--- src/pkg/c2d_pkg.sv ---
// Constants and carrier types for the boot-default copy of configuration register 2.
// Assumes a command decoder on the same clock that delivers one decoded command per pulse.
package c2d_pkg;
    // Command opcodes as seen by the decoder.
    localparam logic [7:0] READ_ANY_REG_CMD = 8'h65;
    localparam logic [7:0] WRITE_ANY_REG_CMD = 8'h71;
    localparam logic [7:0] NONVOL_WRITE_ENABLE_CMD = 8'h06;
    localparam logic [7:0] WRITE_REGS_CMD = 8'h01;
    // Register address of the boot copy in the any-register space.
    localparam logic [23:0] CFG2_BOOT_ADDR = 24'h000003;
    // Field positions.
    localparam int IO_RST_BIT = 7;
    localparam int DRIVE_HI = 6;
    localparam int DRIVE_LO = 5;
    localparam int WIDE_INSTR_BIT = 3;
    localparam int PROTECT_BIT = 2;
    localparam int ADDR_LEN_BIT = 1;
    localparam int BUSY_BIT = 0;
    // Reset value and the mask of writable bits (4 and 0 are reserved).
    localparam logic [7:0] CFG2_BOOT_RESET = 8'h60;
    localparam logic [7:0] CFG2_BOOT_WMASK = 8'hee;
    // Programming time of the non-volatile cells.
    localparam int CLK_PERIOD_NS = 20;
    localparam int PROG_TIME_NS = 200;
    localparam int PROG_CYCLES = (PROG_TIME_NS + CLK_PERIOD_NS - 1) / CLK_PERIOD_NS;
    localparam logic [7:0] PROG_CYCLES_W = 8'(PROG_CYCLES);

    typedef struct packed {
        logic valid;
        logic [7:0] opcode;
        logic [23:0] addr;
        logic [7:0] data;
    } c2d_cmd_t;

    typedef struct packed {
        logic io_pin_reset_enable_default;
        logic [1:0] drive_strength_default;
        logic wide_instruction_default;
        logic protect_scheme_default;
        logic addr_len_default;
    } c2d_defaults_t;

    typedef enum logic [1:0] {
        C2D_LOAD = 2'b00,
        C2D_IDLE = 2'b01,
        C2D_PROG = 2'b11
    } c2d_state_t;
endpackage : c2d_pkg

--- src/rtl/c2d_boot_copy.sv ---
// Boot-default copy of configuration register 2 with its command handling and reset reload.
// Assumes reset_n_i is the power-on reset and that warm resets arrive as one-cycle pulses.
//
// Contract
// - Any-register commands read and write this register.
// - Boot copy only seeds live control state.
// - Write needs prior non-volatile write enable.
// - Bit 7 defaults 0, enables pin reset.
// - Bits 6:5 default 11, select drive strength.
// - Bit 3 defaults 0, selects wide instructions.
// - Bit 2 defaults 0, selects protection scheme.
// - Bit 1 defaults 0, selects address length.
// - Bits 4 and 0 reserved, default 0.
// - Quad bit governs when pin resets.
`timescale 1ns/1ps
module c2d_boot_copy
    import c2d_pkg::*;
(
    input wire logic clk_i,
    input wire logic reset_n_i,
    input wire logic hw_reset_i,
    input wire logic sw_reset_i,
    input wire c2d_cmd_t cmd_i,
    input wire logic chip_select_n_i,
    input wire logic live_io_reset_enable_i,
    input wire logic live_wide_instruction_i,
    input wire logic cfg1_live_quad_i,
    output logic cmd_ready_o,
    output logic rd_valid_o,
    output logic [7:0] rd_data_o,
    output logic busy_o,
    output logic load_o,
    output c2d_defaults_t defaults_o,
    output logic data_line_three_reset_o
);
    logic [7:0] cfg2_boot_copy_reg, cfg2_boot_copy_next;
    c2d_state_t state_reg, state_next;
    logic wel_reg, wel_next;
    logic [7:0] prog_cnt_reg, prog_cnt_next;
    logic [7:0] prog_data_reg, prog_data_next;
    logic rd_valid_reg, rd_valid_next;
    logic [7:0] rd_data_reg, rd_data_next;
    logic load_reg, load_next;
    logic [2:0] cs_sync_reg, cs_sync_next;
    logic cs_high_reg, cs_high_next;
    logic rd_hit, wr_hit, nonvol_write_enable_cmd_hit;

    always_comb
    begin
        rd_hit = cmd_i.valid && cmd_i.opcode == READ_ANY_REG_CMD && cmd_i.addr == CFG2_BOOT_ADDR;
        wr_hit = cmd_i.valid && ((cmd_i.opcode == WRITE_ANY_REG_CMD && cmd_i.addr == CFG2_BOOT_ADDR)
                 || cmd_i.opcode == WRITE_REGS_CMD);
        nonvol_write_enable_cmd_hit = cmd_i.valid && cmd_i.opcode == NONVOL_WRITE_ENABLE_CMD;
    end

    // The copy is kept across warm resets; only power-on reloads its reset value, like real cells would.
    always_comb
    begin
        state_next = state_reg;
        cfg2_boot_copy_next = cfg2_boot_copy_reg;
        wel_next = wel_reg;
        prog_cnt_next = prog_cnt_reg;
        prog_data_next = prog_data_reg;
        rd_valid_next = 1'b0;
        rd_data_next = rd_data_reg;
        load_next = 1'b0;
        case (state_reg)
            C2D_LOAD:
            begin
                load_next = 1'b1;
                state_next = C2D_IDLE;
            end
            C2D_IDLE:
            begin
                if (rd_hit)
                begin
                    rd_valid_next = 1'b1;
                    rd_data_next = cfg2_boot_copy_reg & CFG2_BOOT_WMASK;
                end
                if (nonvol_write_enable_cmd_hit)
                begin
                    wel_next = 1'b1;
                end
                else if (wr_hit && wel_reg)
                begin
                    wel_next = 1'b0;
                    prog_data_next = cmd_i.data & CFG2_BOOT_WMASK;
                    prog_cnt_next = PROG_CYCLES_W;
                    state_next = C2D_PROG;
                end
                else if (wr_hit)
                begin
                    wel_next = 1'b0;
                end
            end
            C2D_PROG:
            begin
                // Reads stay legal while programming; the old value is returned.
                if (rd_hit)
                begin
                    rd_valid_next = 1'b1;
                    rd_data_next = cfg2_boot_copy_reg & CFG2_BOOT_WMASK;
                end
                prog_cnt_next = prog_cnt_reg - 8'h01;
                if (prog_cnt_reg == 8'h01)
                begin
                    cfg2_boot_copy_next = prog_data_reg;
                    state_next = C2D_IDLE;
                end
            end
            default:
            begin
                state_next = C2D_LOAD;
            end
        endcase
        // A warm reset abandons programming short of its last cycle, where the write still lands, and reloads the live copy.
        if (hw_reset_i || sw_reset_i)
        begin
            state_next = C2D_LOAD;
            wel_next = 1'b0;
            rd_valid_next = 1'b0;
        end
    end

    always_comb
    begin
        cs_sync_next = {cs_sync_reg[1:0], chip_select_n_i};
        cs_high_next = cs_high_reg;
        if (cs_sync_reg[1] == cs_sync_reg[2])
        begin
            cs_high_next = cs_sync_reg[2];
        end
    end

    always_ff @(posedge clk_i or negedge reset_n_i)
    begin
        if (!reset_n_i)
        begin
            state_reg <= C2D_LOAD;
            cfg2_boot_copy_reg <= CFG2_BOOT_RESET;
            wel_reg <= 1'b0;
            prog_cnt_reg <= 8'h00;
            prog_data_reg <= 8'h00;
            rd_valid_reg <= 1'b0;
            rd_data_reg <= 8'h00;
            load_reg <= 1'b0;
            cs_sync_reg <= 3'h7;
            cs_high_reg <= 1'b1;
        end
        else
        begin
            state_reg <= state_next;
            cfg2_boot_copy_reg <= cfg2_boot_copy_next;
            wel_reg <= wel_next;
            prog_cnt_reg <= prog_cnt_next;
            prog_data_reg <= prog_data_next;
            rd_valid_reg <= rd_valid_next;
            rd_data_reg <= rd_data_next;
            load_reg <= load_next;
            cs_sync_reg <= cs_sync_next;
            cs_high_reg <= cs_high_next;
        end
    end

    assign cmd_ready_o = state_reg != C2D_LOAD;
    assign rd_valid_o = rd_valid_reg;
    assign rd_data_o = rd_data_reg;
    assign busy_o = state_reg == C2D_PROG;
    assign load_o = load_reg;
    assign defaults_o.io_pin_reset_enable_default = cfg2_boot_copy_reg[IO_RST_BIT];
    assign defaults_o.drive_strength_default = cfg2_boot_copy_reg[DRIVE_HI:DRIVE_LO];
    assign defaults_o.wide_instruction_default = cfg2_boot_copy_reg[WIDE_INSTR_BIT];
    assign defaults_o.protect_scheme_default = cfg2_boot_copy_reg[PROTECT_BIT];
    assign defaults_o.addr_len_default = cfg2_boot_copy_reg[ADDR_LEN_BIT];
    // The live copy, not the boot copy, decides whether the pin acts as reset.
    assign data_line_three_reset_o = live_io_reset_enable_i
        && (cs_high_reg || !cfg1_live_quad_i || !live_wide_instruction_i);

    logic prog_start;
    assign prog_start = state_reg == C2D_IDLE && wr_hit && wel_reg && !hw_reset_i && !sw_reset_i;

    reset_value_a: assert property (@(posedge clk_i) $rose(reset_n_i) |-> cfg2_boot_copy_reg == CFG2_BOOT_RESET)
        else $error("boot copy reset value wrong");
    reserved_read_a: assert property (@(posedge clk_i) disable iff (!reset_n_i)
        rd_valid_o |-> (rd_data_o[4] == 1'b0 && rd_data_o[0] == 1'b0))
        else $error("reserved bit read nonzero");
    reserved_store_a: assert property (@(posedge clk_i) disable iff (!reset_n_i)
        cfg2_boot_copy_reg[4] == 1'b0 && cfg2_boot_copy_reg[0] == 1'b0)
        else $error("reserved bit stored");
    read_answer_a: assert property (@(posedge clk_i) disable iff (!reset_n_i)
        (rd_hit && state_reg != C2D_LOAD && !hw_reset_i && !sw_reset_i) |=> rd_valid_o
        && rd_data_o == ($past(cfg2_boot_copy_reg) & CFG2_BOOT_WMASK))
        else $error("read answer missing or wrong");
    write_gated_a: assert property (@(posedge clk_i) disable iff (!reset_n_i)
        (wr_hit && !wel_reg && state_reg == C2D_IDLE) |=> !busy_o)
        else $error("write accepted without enable");
    prog_busy_a: assert property (@(posedge clk_i) disable iff (!reset_n_i || hw_reset_i || sw_reset_i)
        prog_start |=> busy_o [*8])
        else $error("busy dropped early");
    prog_done_a: assert property (@(posedge clk_i) disable iff (!reset_n_i || hw_reset_i || sw_reset_i)
        prog_start |-> ##11 (!busy_o && cfg2_boot_copy_reg == (CFG2_BOOT_WMASK & $past(cmd_i.data, 11))))
        else $error("programming did not finish with data");
    reload_a: assert property (@(posedge clk_i) disable iff (!reset_n_i)
        (hw_reset_i || sw_reset_i) |=> !cmd_ready_o ##1 (load_o && cmd_ready_o))
        else $error("reload before commands missing");
    pin_reset_a: assert property (@(posedge clk_i) disable iff (!reset_n_i)
        (!live_io_reset_enable_i) |-> !data_line_three_reset_o)
        else $error("pin reset without enable");
    cover_read_c: cover property (@(posedge clk_i) disable iff (!reset_n_i) rd_valid_o);
    cover_prog_c: cover property (@(posedge clk_i) disable iff (!reset_n_i) $fell(busy_o));
    cover_warm_c: cover property (@(posedge clk_i) disable iff (!reset_n_i) busy_o && sw_reset_i);
    // Only the last cycle of a programming run may change the stored byte; warm resets leave it alone.
    copy_hold_a: assert property (@(posedge clk_i) disable iff (!reset_n_i)
        (state_reg != C2D_PROG) |=> $stable(cfg2_boot_copy_reg))
        else $error("boot copy changed outside programming");
    enable_once_a: assert property (@(posedge clk_i) disable iff (!reset_n_i)
        (state_reg == C2D_IDLE && wr_hit) |=> !wel_reg)
        else $error("write enable not consumed by write");
    cover_load_c: cover property (@(posedge clk_i) disable iff (!reset_n_i)
        load_o && defaults_o.io_pin_reset_enable_default);
endmodule : c2d_boot_copy

--- config.mk ---
export PLATFORM = sky130hd
export DESIGN_NAME = c2d_boot_copy
export DESIGN_NICKNAME = d
export VERILOG_FILES = /design/src/pkg/c2d_pkg.sv /design/src/rtl/c2d_boot_copy.sv
export SDC_FILE = /design/constraint.sdc
export NUM_CORES = 1
export LEC_CHECK = 0
export BUFFER_PORTS_ARGS = -buffer_cell sky130_fd_sc_hd__buf_2
export CORE_MARGIN = 5
export CORE_UTILIZATION = 48
export DETAILED_ROUTE_END_ITERATION = 12
export GPL_TIMING_DRIVEN = 0
export PLACE_DENSITY = 0.79
export SYNTH_ARGS = -nofsm -noshare
export SYNTH_HDL_FRONTEND = slang
export SYNTH_SLANG_ARGS = --single-unit
--- constraint.sdc ---
create_clock -name clk_i -period 2.18 [get_ports clk_i]
set_clock_uncertainty 0.1 [all_clocks]
set_input_delay 0.327 -clock clk_i [delete_from_list [all_inputs] [get_ports clk_i]]
set_output_delay 0.327 -clock clk_i [all_outputs]
set_load 0.005 [all_outputs]
After elaboration in Yosys (flattened, before gate mapping)

Cells that the tools add are included.

Bits in registers: 35
Bits of input ports: 49
Output and inout port bits: 19

$add $sub $neg: 1
Equality and inequality tests: 14
Muxes and demuxes: 17
Bitwise logic cells: 1
Reduce and logical (&&, ||, !) cells: 25

Operator list:

| cell                | count |
|---|---|
| $eq 24x2->1 const B | 1 |
| $eq 8x1->1 const B  | 2 |
| $eq 8x7->1 const B  | 2 |
| $mux 8              | 2 |
| $pmux 8 s2          | 1 |
| $mux 1              | 9 |
| $reduce_and 3->1    | 3 |
| $eq 8x3->1 const B  | 1 |
| $mux 2              | 4 |
| $sub 8x1->8 const B | 1 |
| $logic_and 1x1->1   | 7 |
| $ne 3x3->1 const B  | 2 |
| $pmux 2 s3          | 1 |
| $reduce_and 2->1    | 3 |
| $reduce_bool 2->1   | 3 |
| $logic_or 1x1->1    | 4 |
| $ne 2x2->1 const B  | 2 |
| $reduce_bool 4->1   | 1 |
| $ne 3x1->1 const B  | 1 |
| $eq 2x1->1 const B  | 1 |
| $eq 2x2->1 const B  | 1 |
| $logic_not 1->1     | 2 |
| $logic_not 2->1     | 1 |
| $reduce_or 2->1     | 1 |
| other kinds (2)     | 2 |

Longest topological paths before layout

Word-level depth: 9
Mapped depth: 6

Worst setup path after synthesis

Ideal clock, no wire load.

Kind: input to register
From: input port cmd_i[17] (netlist bit)
To: register prog_data_reg[7]
Library setup time: 0.128 ns
Arrival time: 1.596 ns
Required time: 1.952 ns
Setup slack: 0.356 ns
Stages on the path: 5
Path buffers: 0
Cell sequence: nor4_2 -> nand4_2 -> nor3_2 -> o2111ai_4 -> mux2_1

Word-level cells in the longest chain between the ends: 6

Ends and longest elaborated chain:

| item                       | line                 | source |
|---|---|---|
| start: declaration         | c2d_boot_copy.sv:23  | `input wire c2d_cmd_t cmd_i,` |
| $eq 24x2->1                | c2d_boot_copy.sv:51  | `wr_hit = cmd_i.valid && ((cmd_i.opcode == WRITE_ANY_REG_CMD && cmd_i.addr == CFG2_BOOT_ADDR)` |
| $logic_and 1x1->1          | c2d_boot_copy.sv:51  |  |
| $logic_or 1x1->1           | c2d_boot_copy.sv:52  | `\|\| cmd_i.opcode == WRITE_REGS_CMD);` |
| $logic_and 1x1->1          | c2d_boot_copy.sv:51  |  |
| $logic_and 1x1->1          | c2d_boot_copy.sv:84  | `else if (wr_hit && wel_reg)` |
| $reduce_and 3->1 (no line) | -                    |  |
| end signal: assignment     | c2d_boot_copy.sv:156 | `prog_data_reg <= prog_data_next;` |
| end: declaration           | c2d_boot_copy.sv:40  | `logic [7:0] prog_data_reg, prog_data_next;` |

No other way between the ends.
A chain may end at the register's enable or synchronous reset.

Final worst setup path

From: register prog_cnt_reg[5]
To: register cfg2_boot_copy_reg[1]

Word-level cells in the longest chain between the ends: 2

Ends and longest elaborated chain:

| item                       | line                 | source |
|---|---|---|
| start: declaration         | c2d_boot_copy.sv:39  | `logic [7:0] prog_cnt_reg, prog_cnt_next;` |
| start signal: assignment   | c2d_boot_copy.sv:155 | `prog_cnt_reg <= prog_cnt_next;` |
| $eq 8x1->1                 | c2d_boot_copy.sv:105 | `if (prog_cnt_reg == 8'h01)` |
| $reduce_and 2->1 (no line) | -                    |  |
| end signal: assignment     | c2d_boot_copy.sv:153 | `cfg2_boot_copy_reg <= cfg2_boot_copy_next;` |
| end: declaration           | c2d_boot_copy.sv:36  | `logic [7:0] cfg2_boot_copy_reg, cfg2_boot_copy_next;` |

No other way between the ends.

==> flow_summary_export.csv <==
group,metric,value,unit
flow_run,drv_cap,0,
yosys,yosys_warnings,0,
floorplan,dieArea,4948,µm²
yosys,synth_top_family_by_area,"simple AND/OR/NAND/NOR gates",
finish,layout_common_cells,"buf_2, dfrtp_1, mux2_2, nand2_1, inv_1",
finish,layout.nets,262,
setup_path,endpoint_kind,"flip-flop",
clock_tree,htreeDepth,2,
floorplan,fp.dieW,70.35,µm
finish,layout_commonest_cell,"buf_2",
yosys,ys_seq_area_share,50.54,%
place,place.detailed.hpwl,2.812,mm
clock_tree,clk_pin_slew_worst_paths,0.07,ns
clock_tree,postCtsHoldBufs,0,
floorplan,die_y,70.35,µm
finish,fin_area,2226,µm²
finish,diodes,0,
setup_path,r2r_end,"cfg2_boot_copy_reg[1]",
place,postPlaceCellArea,2127,µm²
power,pwr-share-clk,39.8,%
floorplan,coreArea,3606,µm²
global_route,gr-usage-met3,5.468,%
power,vdd_drop_max,0.5723,mV
global_route,grt_pass1_vias,1377,
setup_path,crit_type,"reg2reg",
global_route,overflow,0,
detailed_routing,drt_iter0_drc,54,
clock_tree,cts_setup_buffers,0,
sta,report.final.slew_viol_count,0,
power,p_leak,1.155,nW
yosys,yosys_register_bits,35,
setup_path,worstSetupStartpoint,"prog_cnt_reg[5]",
global_route,grt_pass1_wl,6.216,mm
detailed_routing,viasPerCell,5.150,
floorplan,row_count,22,
floorplan,initial_utilization,48.47,%
clock_tree,cts_made_buffers,5,
min_path,hold_class,"in2async",
sta,setup_viol_count_final,0,
yosys,synth_xor_area_share,0.5011,%
setup_path,ff2ff_setup_slack,0.25,ns
yosys,synth_fa_ha_area_share,2.004,%
finish,drive_gt1_share,53.77,%
setup_path,crit_path_start_kind,"flip-flop",
power,swShare,22.98,%
detailed_routing,drtPass1Iterations,4,
global_route,gr-usage-all-layers,15.72,%
setup_path,crit_fanout,6,
sta,rsz0062_at_grt,"false",
global_route,grt_max_degree,36,
yosys,synthMuxAreaShare,12.24,%
sta,fin_crit,1.928,ns
sta,worst_slew_pin_slew,0.7425,ns
global_route,busiest_layer,"met2",
yosys,synthSimpleGateAreaFrac,19.40,%
setup_path,r2r_start,"prog_cnt_reg[5]",
detailed_routing,vias,1339,
yosys,syn_area_per_cell,12.49,µm²
setup_path,endpoint,"cfg2_boot_copy_reg[1]",
outcome,violations,"hold timing",
yosys,ys_top_cells_by_area,"dfrtp_1, mux2_2, dfstp_2",
place,gp_congestion,0.7985,
clock_tree,cts_root_buf,"clkbuf_8",
global_route,antenna_found_initial,0,
sta,hold_violations,4,
finish,fin_util,61.73,%
clock_tree,cts_tree,"built",
finish,largest_reg_flops,8,
power,cell_internal_pwr,0.0009626,W
power,p_sw,0.0002872,W
clock_tree,cts_resized,0,
sta,whs,-0.002088,ns
yosys,synth_compound_area_share,12.17,%
sta,maxSlewHeadroom,50.50,%
setup_path,worstPathRequired,2.25,ns
yosys,syn_inst,140,
power,powerDensity,561.5,nW/µm²
sta,fmax,0.5186,GHz
floorplan,ios,68,
clock_tree,clk_latency,0.28,ns
place,io_buffers,63,
detailed_routing,drtAntennaViolNets,0,
detailed_routing,wire_per_inst,13.66,µm
clock_tree,numClockSinks,35,
power,combinationalPowerShare,7.2,%
finish,syn2layout_area_growth,27.34,%
yosys,synth.distinct_cells,47,
yosys,yosysTopAreaCell,"dfrtp_1",
yosys,synthDominantCellAreaShare,41.52,%
yosys,syn-cell-area,1748,µm²
power,p_seq_share,53.0,%
outcome,status,"finished with violations",
global_route,grt_use_met1,19.16,%
sta,post-route-period-util,88.44,%
setup_path,worstRegToRegCells,4,
detailed_routing,routed_wl,3.551,mm
clock_tree,clk_path_buf_depth,2,
detailed_routing,drcViolationCount,0,
setup_path,worstPathArrival,2.00,ns
global_route,gr-usage-met2,26.20,%
==> final cells by class <==
type                    instances  area [µm²]
clock buffers                   6       82.58
multi-input cells              95       817.0
clock inverters                 2       16.27
inverters                       7       26.28
repair buffers                 63       315.3
flip-flops and latches         35       883.3
well taps                      48       60.06
fillers                       300        1380
plain buffers                   4       25.02
==> layer usage <==
metal,vias to the layer above,wire [µm]
met5,-,0
met4,0,45
met3,5,174
met2,25,1871
met1,655,1459
li1,654,-
==> worst max-delay path, cell delays in order (launching register included) <==
cell	delay, ns
dfrtp_1	0.43
nor4_2	0.40
and4b_1	0.33
nand2_1	0.22
mux2_2	0.33
==> cell usage after synthesis (all sizes together) <==
library cell and number:
and4b 1, and3 1, conb 1, a21oi 2, nand3 5, ha 2
a2bb2oi 1, nand2 9, and4bb 2, dfrtp 29, o21a 3, maj3 1
a211oi 1, nor3 5, nor4b 2, nand2b 2, o21ai 5, or2 1
inv 7, o41ai 2, buf 4, o221ai 1, and4 1, nor3b 1
dfstp 6, a22o 3, nor4 6, mux2 19, nor2 6, and2 2
nand4 2, o2111ai 1, a2111oi 1, nand4b 1, xnor2 1, nor2b 2
a21boi 1
==> logic make-up (layout without fill, tap and decap cells) <==
family	count (synthesis)	after routing
simple gates	49	49
flops	35	35
compound gates	21	21
mux	19	19
buf+inv	11	82
fa+ha+maj	3	3
other cells	1	2
xor+xnor	1	1
==> worst min-delay path by stage <==
stage / startpoint / slack, ns / endpoint / cells past startpoint
after floorplan: reset_n_i / -0.07 / cfg2_boot_copy_reg[1] / 0
after global placement: cs_sync_reg[0] / 0.25 / cs_sync_reg[1] / 0
after detailed placement: cs_sync_reg[0] / 0.25 / cs_sync_reg[1] / 0
after CTS: chip_select_n_i / 0.02 / cs_sync_reg[0] / 1
after global routing: chip_select_n_i / 0.02 / cs_sync_reg[0] / 1
final: reset_n_i / -0.002 / rd_valid_o / 1
==> metrics by stage <==
| stage | total power (W) | setup slack [ns] | TNS, ns | instances |
|---|---|---|---|---|
| finish | 0.001250 | 0.2519 | 0 | 260 |
| global route | 0.001311 | 0.1629 | 0 | 260 |
| CTS | 0.001267 | 0.2407 | 0 | 260 |
| detailed placement | 0.0007663 | -0.01867 | -0.09910 | 252 |
| global placement | 0.0007627 | -0.04738 | -0.2786 | 252 |
| floorplan | 0.0006995 | 0.3560 | 0 | 141 |
==> power by group through the flow <==
| stage | clock network, W | logic [W] | registers [W] |
|---|---|---|---|
| 2_1_floorplan | 0 | 0.0000255 | 0.000674 |
| 3_3_place_gp | 0 | 0.0000886 | 0.000674 |
| 3_5_place_dp | 0 | 0.0000917 | 0.000675 |
| 4_1_cts | 0.000513 | 0.0000921 | 0.000662 |
| 5_1_grt | 0.000545 | 0.000103 | 0.000663 |
| 6_report | 0.000498 | 0.0000898 | 0.000662 |
Note: power is estimated with default switching activity, not from simulation.
